## src/hci_pkg.sv

```systemverilog
//==========================================================
// Purpose: shared constants and types for hall commutation init
// Assumes: angle is an unsigned fraction of one electrical turn
// Notes: sixty degrees of a turn is 1/6 of 2^ANG_W
package hci_pkg;
  localparam int HCI_ANG_W = 16;
  localparam int HCI_AMP_W = 12;
  localparam int HCI_LUT_W = 6;
  localparam int HCI_POLES_DEF = 4;
  localparam int HCI_CPR_DEF = 4000;
  localparam logic [15:0] HCI_SEC_STEP = 16'h2AAA;
  localparam logic [15:0] HCI_ANG_120 = 16'h5555;
  localparam logic [15:0] HCI_ANG_240 = 16'hAAAA;
  localparam logic [15:0] HCI_ANG_30 = 16'h1555;
  localparam logic [2:0] HCI_HALL_ALL_LOW = 3'h0;
  localparam logic [2:0] HCI_HALL_ALL_HIGH = 3'h7;
  localparam logic [1:0] HCI_INIT_HALL = 2'h0;
  localparam logic [1:0] HCI_INIT_MOVE = 2'h1;

  typedef enum logic [3:0] {
    HCI_ST_IDLE = 4'b0001,
    HCI_ST_PHASE_FIND = 4'b0010,
    HCI_ST_WAIT_EDGE = 4'b0100,
    HCI_ST_LOCKED = 4'b1000
  } hci_state_t;
endpackage

```

## src/hci_sine_if.sv

```systemverilog
//==========================================================
// Purpose: carries the angle and amplitude to the sine unit
// Assumes: one clock domain
// Notes: results are registered inside the sine unit
`timescale 1ns/100ps
interface hci_sine_if;
  import hci_pkg::*;
  logic [HCI_ANG_W-1:0] angle;
  logic signed [HCI_AMP_W-1:0] amp;
  logic signed [HCI_AMP_W-1:0] ref_r;
  logic signed [HCI_AMP_W-1:0] ref_s;
  logic signed [HCI_AMP_W-1:0] ref_t;
  modport src (output angle, output amp, input ref_r, input ref_s,
    input ref_t);
  modport sink (input angle, input amp, output ref_r, output ref_s,
    output ref_t);
endinterface

```

## src/hci_commutation.sv

```systemverilog
//==========================================================
// Purpose: rotor electrical angle init, tracking, phase refs
// Assumes: hall and encoder pins asynchronous, 125 MHz clock
// Notes: phase-finding algorithm supplies its own angle
// How it works
// RL1: two init schemes, rotor-moving phase find or hall-only without motion
// RL2: after init, encoder counts advance the absolute angle
// RL3: three hall bits; six of eight codes valid, once per turn
// RL4: each valid code is a 60 degree sector; one bit per step
// RL5: at power-up hall sector centre loads as working angle
// RL6: on motion, first hall edge snaps angle to boundary value
// RL7: hall init drives no phase-finding current
// RL8: refs are amp*sin(angle), sin(angle-120), sin(angle-240)
// RL9: mechanical angle equals electrical times 2/N poles
// RL10: invert is 0 or -1, reverses rotation; change while disabled
// RL11: save request while drive disabled writes config with invert into nonvolatile store
// RL12: U,UV,V,VW,W,WU counts up unless encoder reverse set
// RL13: fault on code 000, 111 or multi-bit hall change
`timescale 1ns/100ps
module hci_commutation
  import hci_pkg::*;
#(
  parameter int POLES = HCI_POLES_DEF,
  parameter int ENC_CPR = HCI_CPR_DEF
)(
  input wire logic clk,
  input wire logic rst_n,
  input wire logic [2:0] hall_in,
  input wire logic enc_a,
  input wire logic enc_b,
  input wire logic init_mode_move,
  input wire logic drive_enable,
  input wire logic motion_cmd,
  input wire logic encoder_reverse,
  input wire logic direction_invert_param,
  input wire logic nvm_invert_value,
  input wire logic nvm_valid,
  input wire logic save_req,
  input wire logic find_done,
  input wire logic [HCI_ANG_W-1:0] find_angle,
  input wire logic signed [HCI_AMP_W-1:0] current_amp,
  output logic signed [HCI_AMP_W-1:0] phase_r_current_ref,
  output logic signed [HCI_AMP_W-1:0] phase_s_current_ref,
  output logic signed [HCI_AMP_W-1:0] phase_t_current_ref,
  output logic phase_find_active,
  output logic commutation_fault,
  output logic angle_exact,
  output logic [HCI_ANG_W-1:0] elec_angle,
  output logic [HCI_ANG_W-1:0] mech_angle,
  output logic invert_active,
  output logic nvm_write,
  output logic nvm_write_data
);
  localparam logic [HCI_ANG_W-1:0] ENC_STEP =
    HCI_ANG_W'((65536 * POLES / 2 + 2 * ENC_CPR) / (4 * ENC_CPR));

  hci_sine_if sif ();

  //==========================================================
  // pin synchronisers
  logic [4:0] sync1_reg, sync2_reg, prev_reg;
  // no reset: chain holds the live pins when reset ends
  always_ff @(posedge clk) begin
    sync1_reg <= {enc_b, enc_a, hall_in};
    sync2_reg <= sync1_reg;
    prev_reg <= sync2_reg;
  end
  logic [2:0] hall_s, hall_p;
  assign hall_s = sync2_reg[2:0];
  assign hall_p = prev_reg[2:0];

  //==========================================================
  // hall decode: U=001 V=010 W=100
  function automatic logic [2:0] sector_of(input logic [2:0] h);
    case (h)
      3'h1: sector_of = 3'd0; // RL4
      3'h3: sector_of = 3'd1;
      3'h2: sector_of = 3'd2;
      3'h6: sector_of = 3'd3;
      3'h4: sector_of = 3'd4;
      3'h5: sector_of = 3'd5;
      default: sector_of = 3'd0;
    endcase
  endfunction

  function automatic logic [HCI_ANG_W-1:0] sec_base(input logic [2:0] s);
    sec_base = HCI_ANG_W'(s * HCI_SEC_STEP);
  endfunction

  logic hall_valid, hall_chg, multi_chg, fwd_edge;
  logic [2:0] sec_now, sec_prev, diff;
  always_comb begin
    hall_valid = hall_s != HCI_HALL_ALL_LOW
      && hall_s != HCI_HALL_ALL_HIGH; // RL3
    diff = hall_s ^ hall_p;
    hall_chg = diff != 3'h0;
    multi_chg = hall_chg && !(diff == 3'h1 || diff == 3'h2
      || diff == 3'h4); // RL4
    sec_now = sector_of(hall_s);
    sec_prev = sector_of(hall_p);
    fwd_edge = sec_now == ((sec_prev == 3'd5) ? 3'd0 : 3'(sec_prev + 3'd1));
  end

  //==========================================================
  // encoder quadrature
  logic enc_up, enc_dn;
  always_comb begin
    logic ch;
    ch = (sync2_reg[3] ^ prev_reg[3]) | (sync2_reg[4] ^ prev_reg[4]);
    enc_up = ch && ((sync2_reg[3] ^ prev_reg[4]) != encoder_reverse);
    enc_dn = ch && !enc_up; // RL12
  end

  //==========================================================
  // angle state machine
  hci_state_t st_reg, st_next;
  logic [HCI_ANG_W-1:0] ang_reg, ang_next;
  logic exact_reg, exact_next, fault_reg, fault_next;
  logic inv_reg, inv_next, started_reg, started_next;
  logic wr_reg, wr_next, wd_reg, wd_next;

  always_comb begin
    st_next = st_reg;
    ang_next = ang_reg;
    exact_next = exact_reg;
    fault_next = fault_reg || (st_reg != HCI_ST_IDLE
      && (!hall_valid || multi_chg)); // RL13
    started_next = 1'b1;
    inv_next = drive_enable ? inv_reg : direction_invert_param; // RL10
    if (!started_reg && nvm_valid) begin
      inv_next = nvm_invert_value; // RL11
    end
    wr_next = save_req && !drive_enable; // RL11
    wd_next = save_req ? inv_reg : wd_reg; // RL11
    if (enc_up) begin
      ang_next = HCI_ANG_W'(ang_reg + ENC_STEP); // RL2
    end else if (enc_dn) begin
      ang_next = HCI_ANG_W'(ang_reg - ENC_STEP); // RL2
    end
    case (st_reg)
      HCI_ST_IDLE: begin
        if (started_reg) begin
          if (init_mode_move) begin
            st_next = HCI_ST_PHASE_FIND; // RL1
          end else begin
            ang_next = HCI_ANG_W'(sec_base(sec_now) + HCI_ANG_30); // RL5
            st_next = HCI_ST_WAIT_EDGE; // RL1
          end
        end
      end
      HCI_ST_PHASE_FIND: begin
        if (find_done) begin
          ang_next = find_angle;
          exact_next = 1'b1;
          st_next = HCI_ST_LOCKED;
        end
      end
      HCI_ST_WAIT_EDGE: begin
        if (motion_cmd && hall_chg && hall_valid && !multi_chg) begin
          ang_next = fwd_edge ? sec_base(sec_now)
            : sec_base(sec_prev); // RL6
          exact_next = 1'b1;
          st_next = HCI_ST_LOCKED;
        end
      end
      HCI_ST_LOCKED: st_next = HCI_ST_LOCKED;
      default: st_next = HCI_ST_IDLE;
    endcase
  end

  always_ff @(posedge clk) begin
    if (!rst_n) begin
      st_reg <= HCI_ST_IDLE;
      ang_reg <= '0;
      exact_reg <= 1'b0;
      fault_reg <= 1'b0;
      inv_reg <= 1'b0;
      started_reg <= 1'b0;
      wr_reg <= 1'b0;
      wd_reg <= 1'b0;
    end else begin
      st_reg <= st_next;
      ang_reg <= ang_next;
      exact_reg <= exact_next;
      fault_reg <= fault_next;
      inv_reg <= inv_next;
      started_reg <= started_next;
      wr_reg <= wr_next;
      wd_reg <= wd_next;
    end
  end

  //==========================================================
  // outputs
  logic [HCI_ANG_W-1:0] mech_next;
  logic pf_next;
  logic [HCI_ANG_W-1:0] mech_reg;
  logic pf_reg;
  always_comb begin
    mech_next = HCI_ANG_W'((32'(ang_reg) * 2) / POLES); // RL9
    pf_next = st_next == HCI_ST_PHASE_FIND && drive_enable; // RL7
  end
  always_ff @(posedge clk) begin
    mech_reg <= rst_n ? mech_next : '0;
    pf_reg <= rst_n ? pf_next : 1'b0;
  end

  assign sif.angle = ang_reg;
  assign sif.amp = (drive_enable && st_reg != HCI_ST_IDLE
    && st_reg != HCI_ST_PHASE_FIND)
    ? (inv_reg ? HCI_AMP_W'(-current_amp) : current_amp) : '0; // RL10

  hci_sine3 u_sine (
    .clk(clk),
    .rst_n(rst_n),
    .sif(sif.sink)
  );

  assign phase_r_current_ref = sif.ref_r;
  assign phase_s_current_ref = sif.ref_s;
  assign phase_t_current_ref = sif.ref_t;
  assign phase_find_active = pf_reg;
  assign commutation_fault = fault_reg;
  assign angle_exact = exact_reg;
  assign elec_angle = ang_reg;
  assign mech_angle = mech_reg;
  assign invert_active = inv_reg;
  assign nvm_write = wr_reg;
  assign nvm_write_data = wd_reg;
endmodule // hci_commutation

```

## src/hci_sine3.sv

```systemverilog
//==========================================================
// Purpose: three-phase sine references from one angle
// Assumes: 64-entry sine table, amplitude signed
// Notes: one cycle of latency
`timescale 1ns/100ps
module hci_sine3
  import hci_pkg::*;
(
  input wire logic clk,
  input wire logic rst_n,
  hci_sine_if.sink sif
);
  logic [HCI_ANG_W-1:0] ph [3];
  logic signed [HCI_AMP_W-1:0] ref_reg [3];
  logic signed [HCI_AMP_W-1:0] ref_next [3];

  //==========================================================
  // sine table
  function automatic logic signed [15:0] sin_lut(
    input logic [HCI_LUT_W-1:0] idx);
    logic signed [15:0] q [16];
    logic [3:0] k;
    q = '{16'sh0000, 16'sh0C8C, 16'sh18F9, 16'sh2528, 16'sh30FC,
      16'sh3C57, 16'sh471D, 16'sh5134, 16'sh5A82, 16'sh62F2,
      16'sh6A6E, 16'sh70E3, 16'sh7642, 16'sh7A7D, 16'sh7D8A,
      16'sh7F62};
    k = idx[4] ? 4'(~idx[3:0] + 4'h1) : idx[3:0];
    sin_lut = (idx[4] && idx[3:0] == 4'h0) ? 16'sh7FFF : q[k];
    if (idx[5]) begin
      sin_lut = -sin_lut;
    end
  endfunction

  //==========================================================
  // phase offsets and scaling
  assign ph[0] = sif.angle; // RL8
  assign ph[1] = HCI_ANG_W'(sif.angle - HCI_ANG_120); // RL8
  assign ph[2] = HCI_ANG_W'(sif.angle - HCI_ANG_240); // RL8

  always_comb begin
    logic signed [HCI_AMP_W+16:0] prod;
    prod = '0;
    for (int i = 0; i < 3; i++) begin
      prod = sif.amp * sin_lut(ph[i][HCI_ANG_W-1 -: HCI_LUT_W]);
      ref_next[i] = HCI_AMP_W'(prod >>> 15); // RL8
    end
  end

  always_ff @(posedge clk) begin
    for (int i = 0; i < 3; i++) begin
      ref_reg[i] <= rst_n ? ref_next[i] : '0;
    end
  end

  assign sif.ref_r = ref_reg[0];
  assign sif.ref_s = ref_reg[1];
  assign sif.ref_t = ref_reg[2];
endmodule // hci_sine3

```

## config.mk

```make
export PLATFORM = sky130hd
export DESIGN_NAME = hci_commutation
export DESIGN_NICKNAME = d
export VERILOG_FILES = /design/src/hci_pkg.sv /design/src/hci_sine_if.sv /design/src/hci_commutation.sv /design/src/hci_sine3.sv
export SDC_FILE = /design/constraint.sdc
export NUM_CORES = 2
export LEC_CHECK = 0
export BUFFER_PORTS_ARGS = -buffer_cell sky130_fd_sc_hd__buf_2
export CAP_MARGIN = 15
export CORE_MARGIN = 2
export CORE_UTILIZATION = 50
export DETAILED_ROUTE_END_ITERATION = 8
export HOLD_SLACK_MARGIN = 0.08
export PLACE_DENSITY = 0.67
export SLEW_MARGIN = 20
export SYNTH_ARGS = -nofsm -noshare
export SYNTH_HDL_FRONTEND = slang
export SYNTH_SLANG_ARGS = --single-unit
```

## constraint.sdc

```tcl
create_clock -name clk -period 11.64 [get_ports clk]
set_input_delay 1.746 -clock clk [delete_from_list [all_inputs] [get_ports clk]]
set_output_delay 1.746 -clock clk [all_outputs]
set_load 0.01 [all_outputs]
```

* Word-level counts from Yosys, hierarchy flattened
Memories as Yosys holds them, arrays and structs flattened.
Cells that the tools add are included.
** Cells by class
- Add/subtract/negate cells :: 13
- Multipliers :: 5
- $lt $le $gt $ge :: 3
- Equal/unequal tests :: 27
- Mux-type cells :: 42
- Bitwise logic cells :: 11
- Reduce and logical (&&, ||, !) cells :: 33
** Operators by type and width (number)
- 16-bit two-way mux :: 19
- 12-bit by 16-bit multiplier with 27-bit output :: 3
- 12-bit two-way mux :: 5
- 16-bit negator :: 3
- 16-bit one-hot mux with 3 select lines :: 1
- 3-bit by 13-bit multiplier with 15-bit output (second input constant) :: 2
- 3-bit one-hot mux with 5 select lines :: 2
- 3-bit equality test (second input constant) :: 8
- 4-bit two-way mux :: 6
- 16-bit by 13-bit adder with 16-bit output (second input constant) :: 1
- 16-bit by 4-bit adder with 16-bit output (second input constant) :: 1
- 1-bit logical AND :: 16
- 4-bit one-hot mux with 4 select lines :: 1
- 16-bit by 15-bit subtractor with 16-bit output (second input constant) :: 1
- 16-bit subtractor (second input constant) :: 1
- 16-bit by 4-bit subtractor with 16-bit output (second input constant) :: 1
- 3-bit by 2-bit equality test with 1-bit output (second input constant) :: 5
- 5-bit >= comparator (second input constant) :: 3
- 4-bit NOT with 5-bit output :: 3
- 4-bit by 1-bit adder with 4-bit output (second input constant) :: 3
- 4-bit zero test :: 3
- 12-bit negator :: 1
- 4-bit NOT :: 3
- 4-bit by 2-bit equality test with 1-bit output (second input constant) :: 2
- other kinds (23) :: 40
** Word-level totals
- Register bits after elaboration :: 57
- Bits in writable memories :: 36
- Memory bits (read-only) :: 768
- Input port bits :: 44
- Logic and storage cells :: 151
- Memories :: 4
** Memories
- (no name shown) :: words 16, bits a word 16, read ports 1, clocked after memory_dff 0, write ports 0, line hci_sine3.sv:28 : sin_lut = (idx[4] && idx[3:0] == 4'h0) ? 16'sh7FFF : q[k];
- (no name shown) :: words 16, bits a word 16, read ports 1, clocked after memory_dff 0, write ports 0, line hci_sine3.sv:28
- (no name shown) :: words 16, bits a word 16, read ports 1, clocked after memory_dff 0, write ports 0, line hci_sine3.sv:28
- u_sine.ref_reg :: words 3, bits a word 12, read ports 3, clocked after memory_dff 0, write ports 3, line hci_sine3.sv:14 : logic signed [HCI_AMP_W-1:0] ref_reg [3];

* Depth between registers and ports, before layout
- Word-level depth :: 13
- Mapped depth :: 44

* Cells and area by module
A second synthesis with hierarchy kept.
** Unflattened totals
- Cells, all modules :: 3297
- Area, all modules :: 27976.8 um^2
** Modules (own cells, without submodules)
- hci_sine3 :: times used 1, cells each 2907, area an instance 24496.0 um^2
- hci_commutation :: times used 1, cells each 390, area an instance 3480.8 um^2

* Worst setup path after synthesis
Ideal clock, no wire load.
- Path type :: register -> register
- Start point :: register ang_reg[10] (netlist: elec_angle[10])
- End point :: memory u_sine.ref_reg[2][7] (netlist: u_sine.ref_reg[0][31])
- Library setup time :: 0.128 ns
- Arrival :: 9.157 ns
- Path slack :: 2.355 ns
- Stages on the path, launching flop included :: 41
- Buffers on the path :: 2
- Path through :: dfxtp_1 clkinv_1 ha_1 nor3_1 a311o_2 xnor2_4 nand2_1 xnor2_2 inv_1 ha_1 mux4_2 nor2_1 clkbuf_1 ha_1 o21ai_0 nand4b_1 o21ai_0 xor2_1 [5 not listed] fa_1 inv_1 fa_1 inv_1 fa_1 inv_1 ha_1 o21a_1 o21ai_0 nand2b_1 a21oi_1 nor3_1 nor3_1 o21ai_0 a21o_1 a21oi_1 xor2_1 nor2_1
** RTL lines
- start, declared :: line hci_commutation.sv:117 : logic [HCI_ANG_W-1:0] ang_reg, ang_next;
- start signal, assigned :: line hci_commutation.sv:183 : ang_reg <= ang_next;
- end, declared :: line hci_sine3.sv:14

==> run metrics <==
worst-margin pin slew 1160 ps; Vias/cell 5.51; CTS Sinks 93; Unique masters post-synth 113; TritonRoute pass-1 iters 6; die footprint 57500 µm²; CP max-delay cell dfxtp_1; share of cells above drive strength 1 8.31%; Final Hold Fails 0; startpoint types flip-flop; largest net degree at the start of global routing 46; CP arrival 10970 ps; Setup Fix Bufs, Post-CTS 0; vias in the first global route 22400; clk slew on worst S/H paths 80 ps; EDFF count, synth 0; Mapped Avg Cell Area 8.32 µm²; worst-case clock buffer depth 2; element type at the critical path end flip-flop; dominant cell type by area after synthesis fa_1; final setup TNS 0 ps; core region area 55000 µm²; slew margin rel. 22.4%; grt ovf 0; post-synthesis register bit count 93; max FFs per register 36; Final ANT Viol Nets 0; Final Hold Slack 326 ps; synthesized area 27800 µm²; ANT cells 0; HPWL Detailed 57200 µm; Area Growth Syn to Fin 5.81%; Routability Congestion 0.922; row cnt 86; Worst Setup Path Type flip-flop to flip-flop; setup violators final 0; Hold Crit Class flip-flop to flip-flop; Clk Latency, worst-skew pair 410 ps; wire per inst 17.5 µm; All-Layer GR Usage 26.4%; Clock Skew 26.9 ps; initial antenna violation count 3; most frequent CP cell fa_1; I/O pin total 118; syn_nets 4098; vias post-DR 22600; Slew Limit Fails 0; worst vdd ir 0.160 mV; delay of the slowest critical-path stage 720 ps; Synth Flop Type dfxtp_1; pwr/cell area 174 nW/µm²; first-pass GRT wire length 120000 µm; Total Wirelength 71900 µm; status complete, no violations; fin nets 4111; Max-Cap Viols 0; Final min period 10690 ps; Req. time, crit path 11920 ps; Fmax 93.5 MHz; Post-CTS Hold Fix Bufs 0; Die Span Y 240 µm; Port Buffers 116; top-area cell type share of the netlist area 37.2%; Area contributors post-synth fa_1, ha_1, inv_1; synthesized netlist cell count 3339; Final Cycle Share 91.8%; CTS tree built; Async SR Flop Fraction 0%; RSZ-0062 raised after global routing no; Syn. warnings 0; crit path max fanout 17; CTS Buf Count 9; H-tree Lvls 3; initial core utilization 50.5%; die width 240 µm; # DRC 0; Static Leak 0.0137 µW; DR iter-0 viols 1819; sequential area share after synthesis 6.70%; buffer type at the clock tree root clkbuf_16
[cells by family after synthesis]
| family | Yosys count | share of synthesized area [%] |
|---|---|---|
| simple gates | 1164 | 19.3 |
| buf+inv | 761 | 10.7 |
| fa+ha+maj | 716 | 46.2 |
| compound gates | 412 | 10.4 |
| xor+xnor | 151 | 5.00 |
| flops | 93 | 6.70 |
| mux | 41 | 1.66 |
| other cells | 1 | 0.0135 |
[power by group]
part / internal, µW / leakage, µW / switching (µW)
Sequential: 382 / 0.000766 / 54.7
Combinational: 1590 / 0.0128 / 2740
Clock: 191 / 0.000155 / 163
[final cells by class]
| class | count | area (µm²) |
|---|---|---|
| Fill cell | 5225 | 25600 |
| Clock inverter | 6 | 92.6 |
| Multi-Input combinational cell | 2485 | 23000 |
| Timing Repair Buffer | 172 | 1010 |
| Tap cell | 748 | 936 |
| Inverter | 591 | 2220 |
| Clock buffer | 10 | 229 |
| Sequential cell | 93 | 1860 |
[stage by stage]
stage,setup slack (ps),instances,cell area (µm²),utilization (%),total power [µW]
2_1_floorplan,2360,3339,27800,-,3600
4_1_cts,1010,4105,29400,53.4,5100
3_3_place_gp,1290,4089,29000,52.8,4660
5_1_grt,55.3,4105,29400,53.5,5720
6_report,949,4105,29400,53.5,5120
3_5_place_dp,1060,4089,29000,52.8,4720
[repair_timing]
item / CTS / global route
hold endpoints to repair: 0 / 0
gates resized for setup: 0 / 1
endpoints found under the setup margin: 0 / 1
[worst max-delay path, delay by kind of cell (launching register included)]
family / cells / cell delay, ps
buffers and inverters: 5 / 460
multiplexers: 2 / 600
adder cells (fa/ha/maj): 9 / 3650
AND/OR/NAND/NOR: 8 / 1630
flip-flops: 1 / 720
XOR/XNOR: 2 / 770
AO/OA/AOI/OAI: 11 / 2730
[routing by layer]
| metal | routed length [µm] | up-vias | part of all wire, % | track usage (%) |
|---|---|---|---|---|
| li1 | - | 10500 | - | - |
| met1 | 31600 | 11200 | 44 | 37.5 |
| met2 | 33600 | 810 | 47 | 42.5 |
| met3 | 5010 | 102 | 7.0 | 3.40 |
| met4 | 1630 | 6 | 2.3 | 7.39 |
| met5 | 40 | - | 0.056 | 0 |
[final timing paths]
| path | from | end | cells past startpoint | slack [ps] |
|---|---|---|---|---|
| worst max-delay path | elec_angle[4] | u_sine.ref_reg[0][23] | 37 | 950 |
| worst min-delay path | sync1_reg[4] | sync2_reg[4] | 0 | 330 |
| worst max register to register | elec_angle[4] | u_sine.ref_reg[0][23] | 37 | 950 |
| worst min register to register | sync1_reg[4] | sync2_reg[4] | 0 | 330 |
[synth_stat cells (8+ instances only)]
library cell	instances
mux2i_1	28
or3_1	9
fa_1	516
nand4_1	12
o31ai_1	17
a21oi_1	97
buf_2	29
xnor2_1	92
mux2_2	10
o21ai_1	8
o21ai_0	71
nand2b_1	54
a31oi_1	26
xor2_1	53
and3_1	14
o21a_1	14
clkbuf_1	119
inv_1	585
ha_1	199
and2_1	101
dfxtp_1	93
buf_1	9
nor2b_1	16
nand2_1	443
nor3_1	68
a211oi_1	13
a21o_1	19
or2_2	12
nor2_1	307
nand3_1	70
o22ai_1	11
nor3b_1	8
o211ai_1	22
nor4_1	9
[cells in the final DEF (no fill, tap or decap), drive strengths merged, types with 18 or more instances in the layout]
master / n
xnor2: 98
nand3: 71
nand2: 444
mux2i: 28
o211ai: 24
fa: 516
and2: 102
nand2b: 54
a21oi: 101
a31oi: 26
dfxtp: 93
o21ai: 80
ha: 199
a21o: 19
inv: 590
buf: 172
nor3: 73
nor2: 309
or2: 18
xor2: 53
No activity file was read; power rests on OpenSTA's default activity.
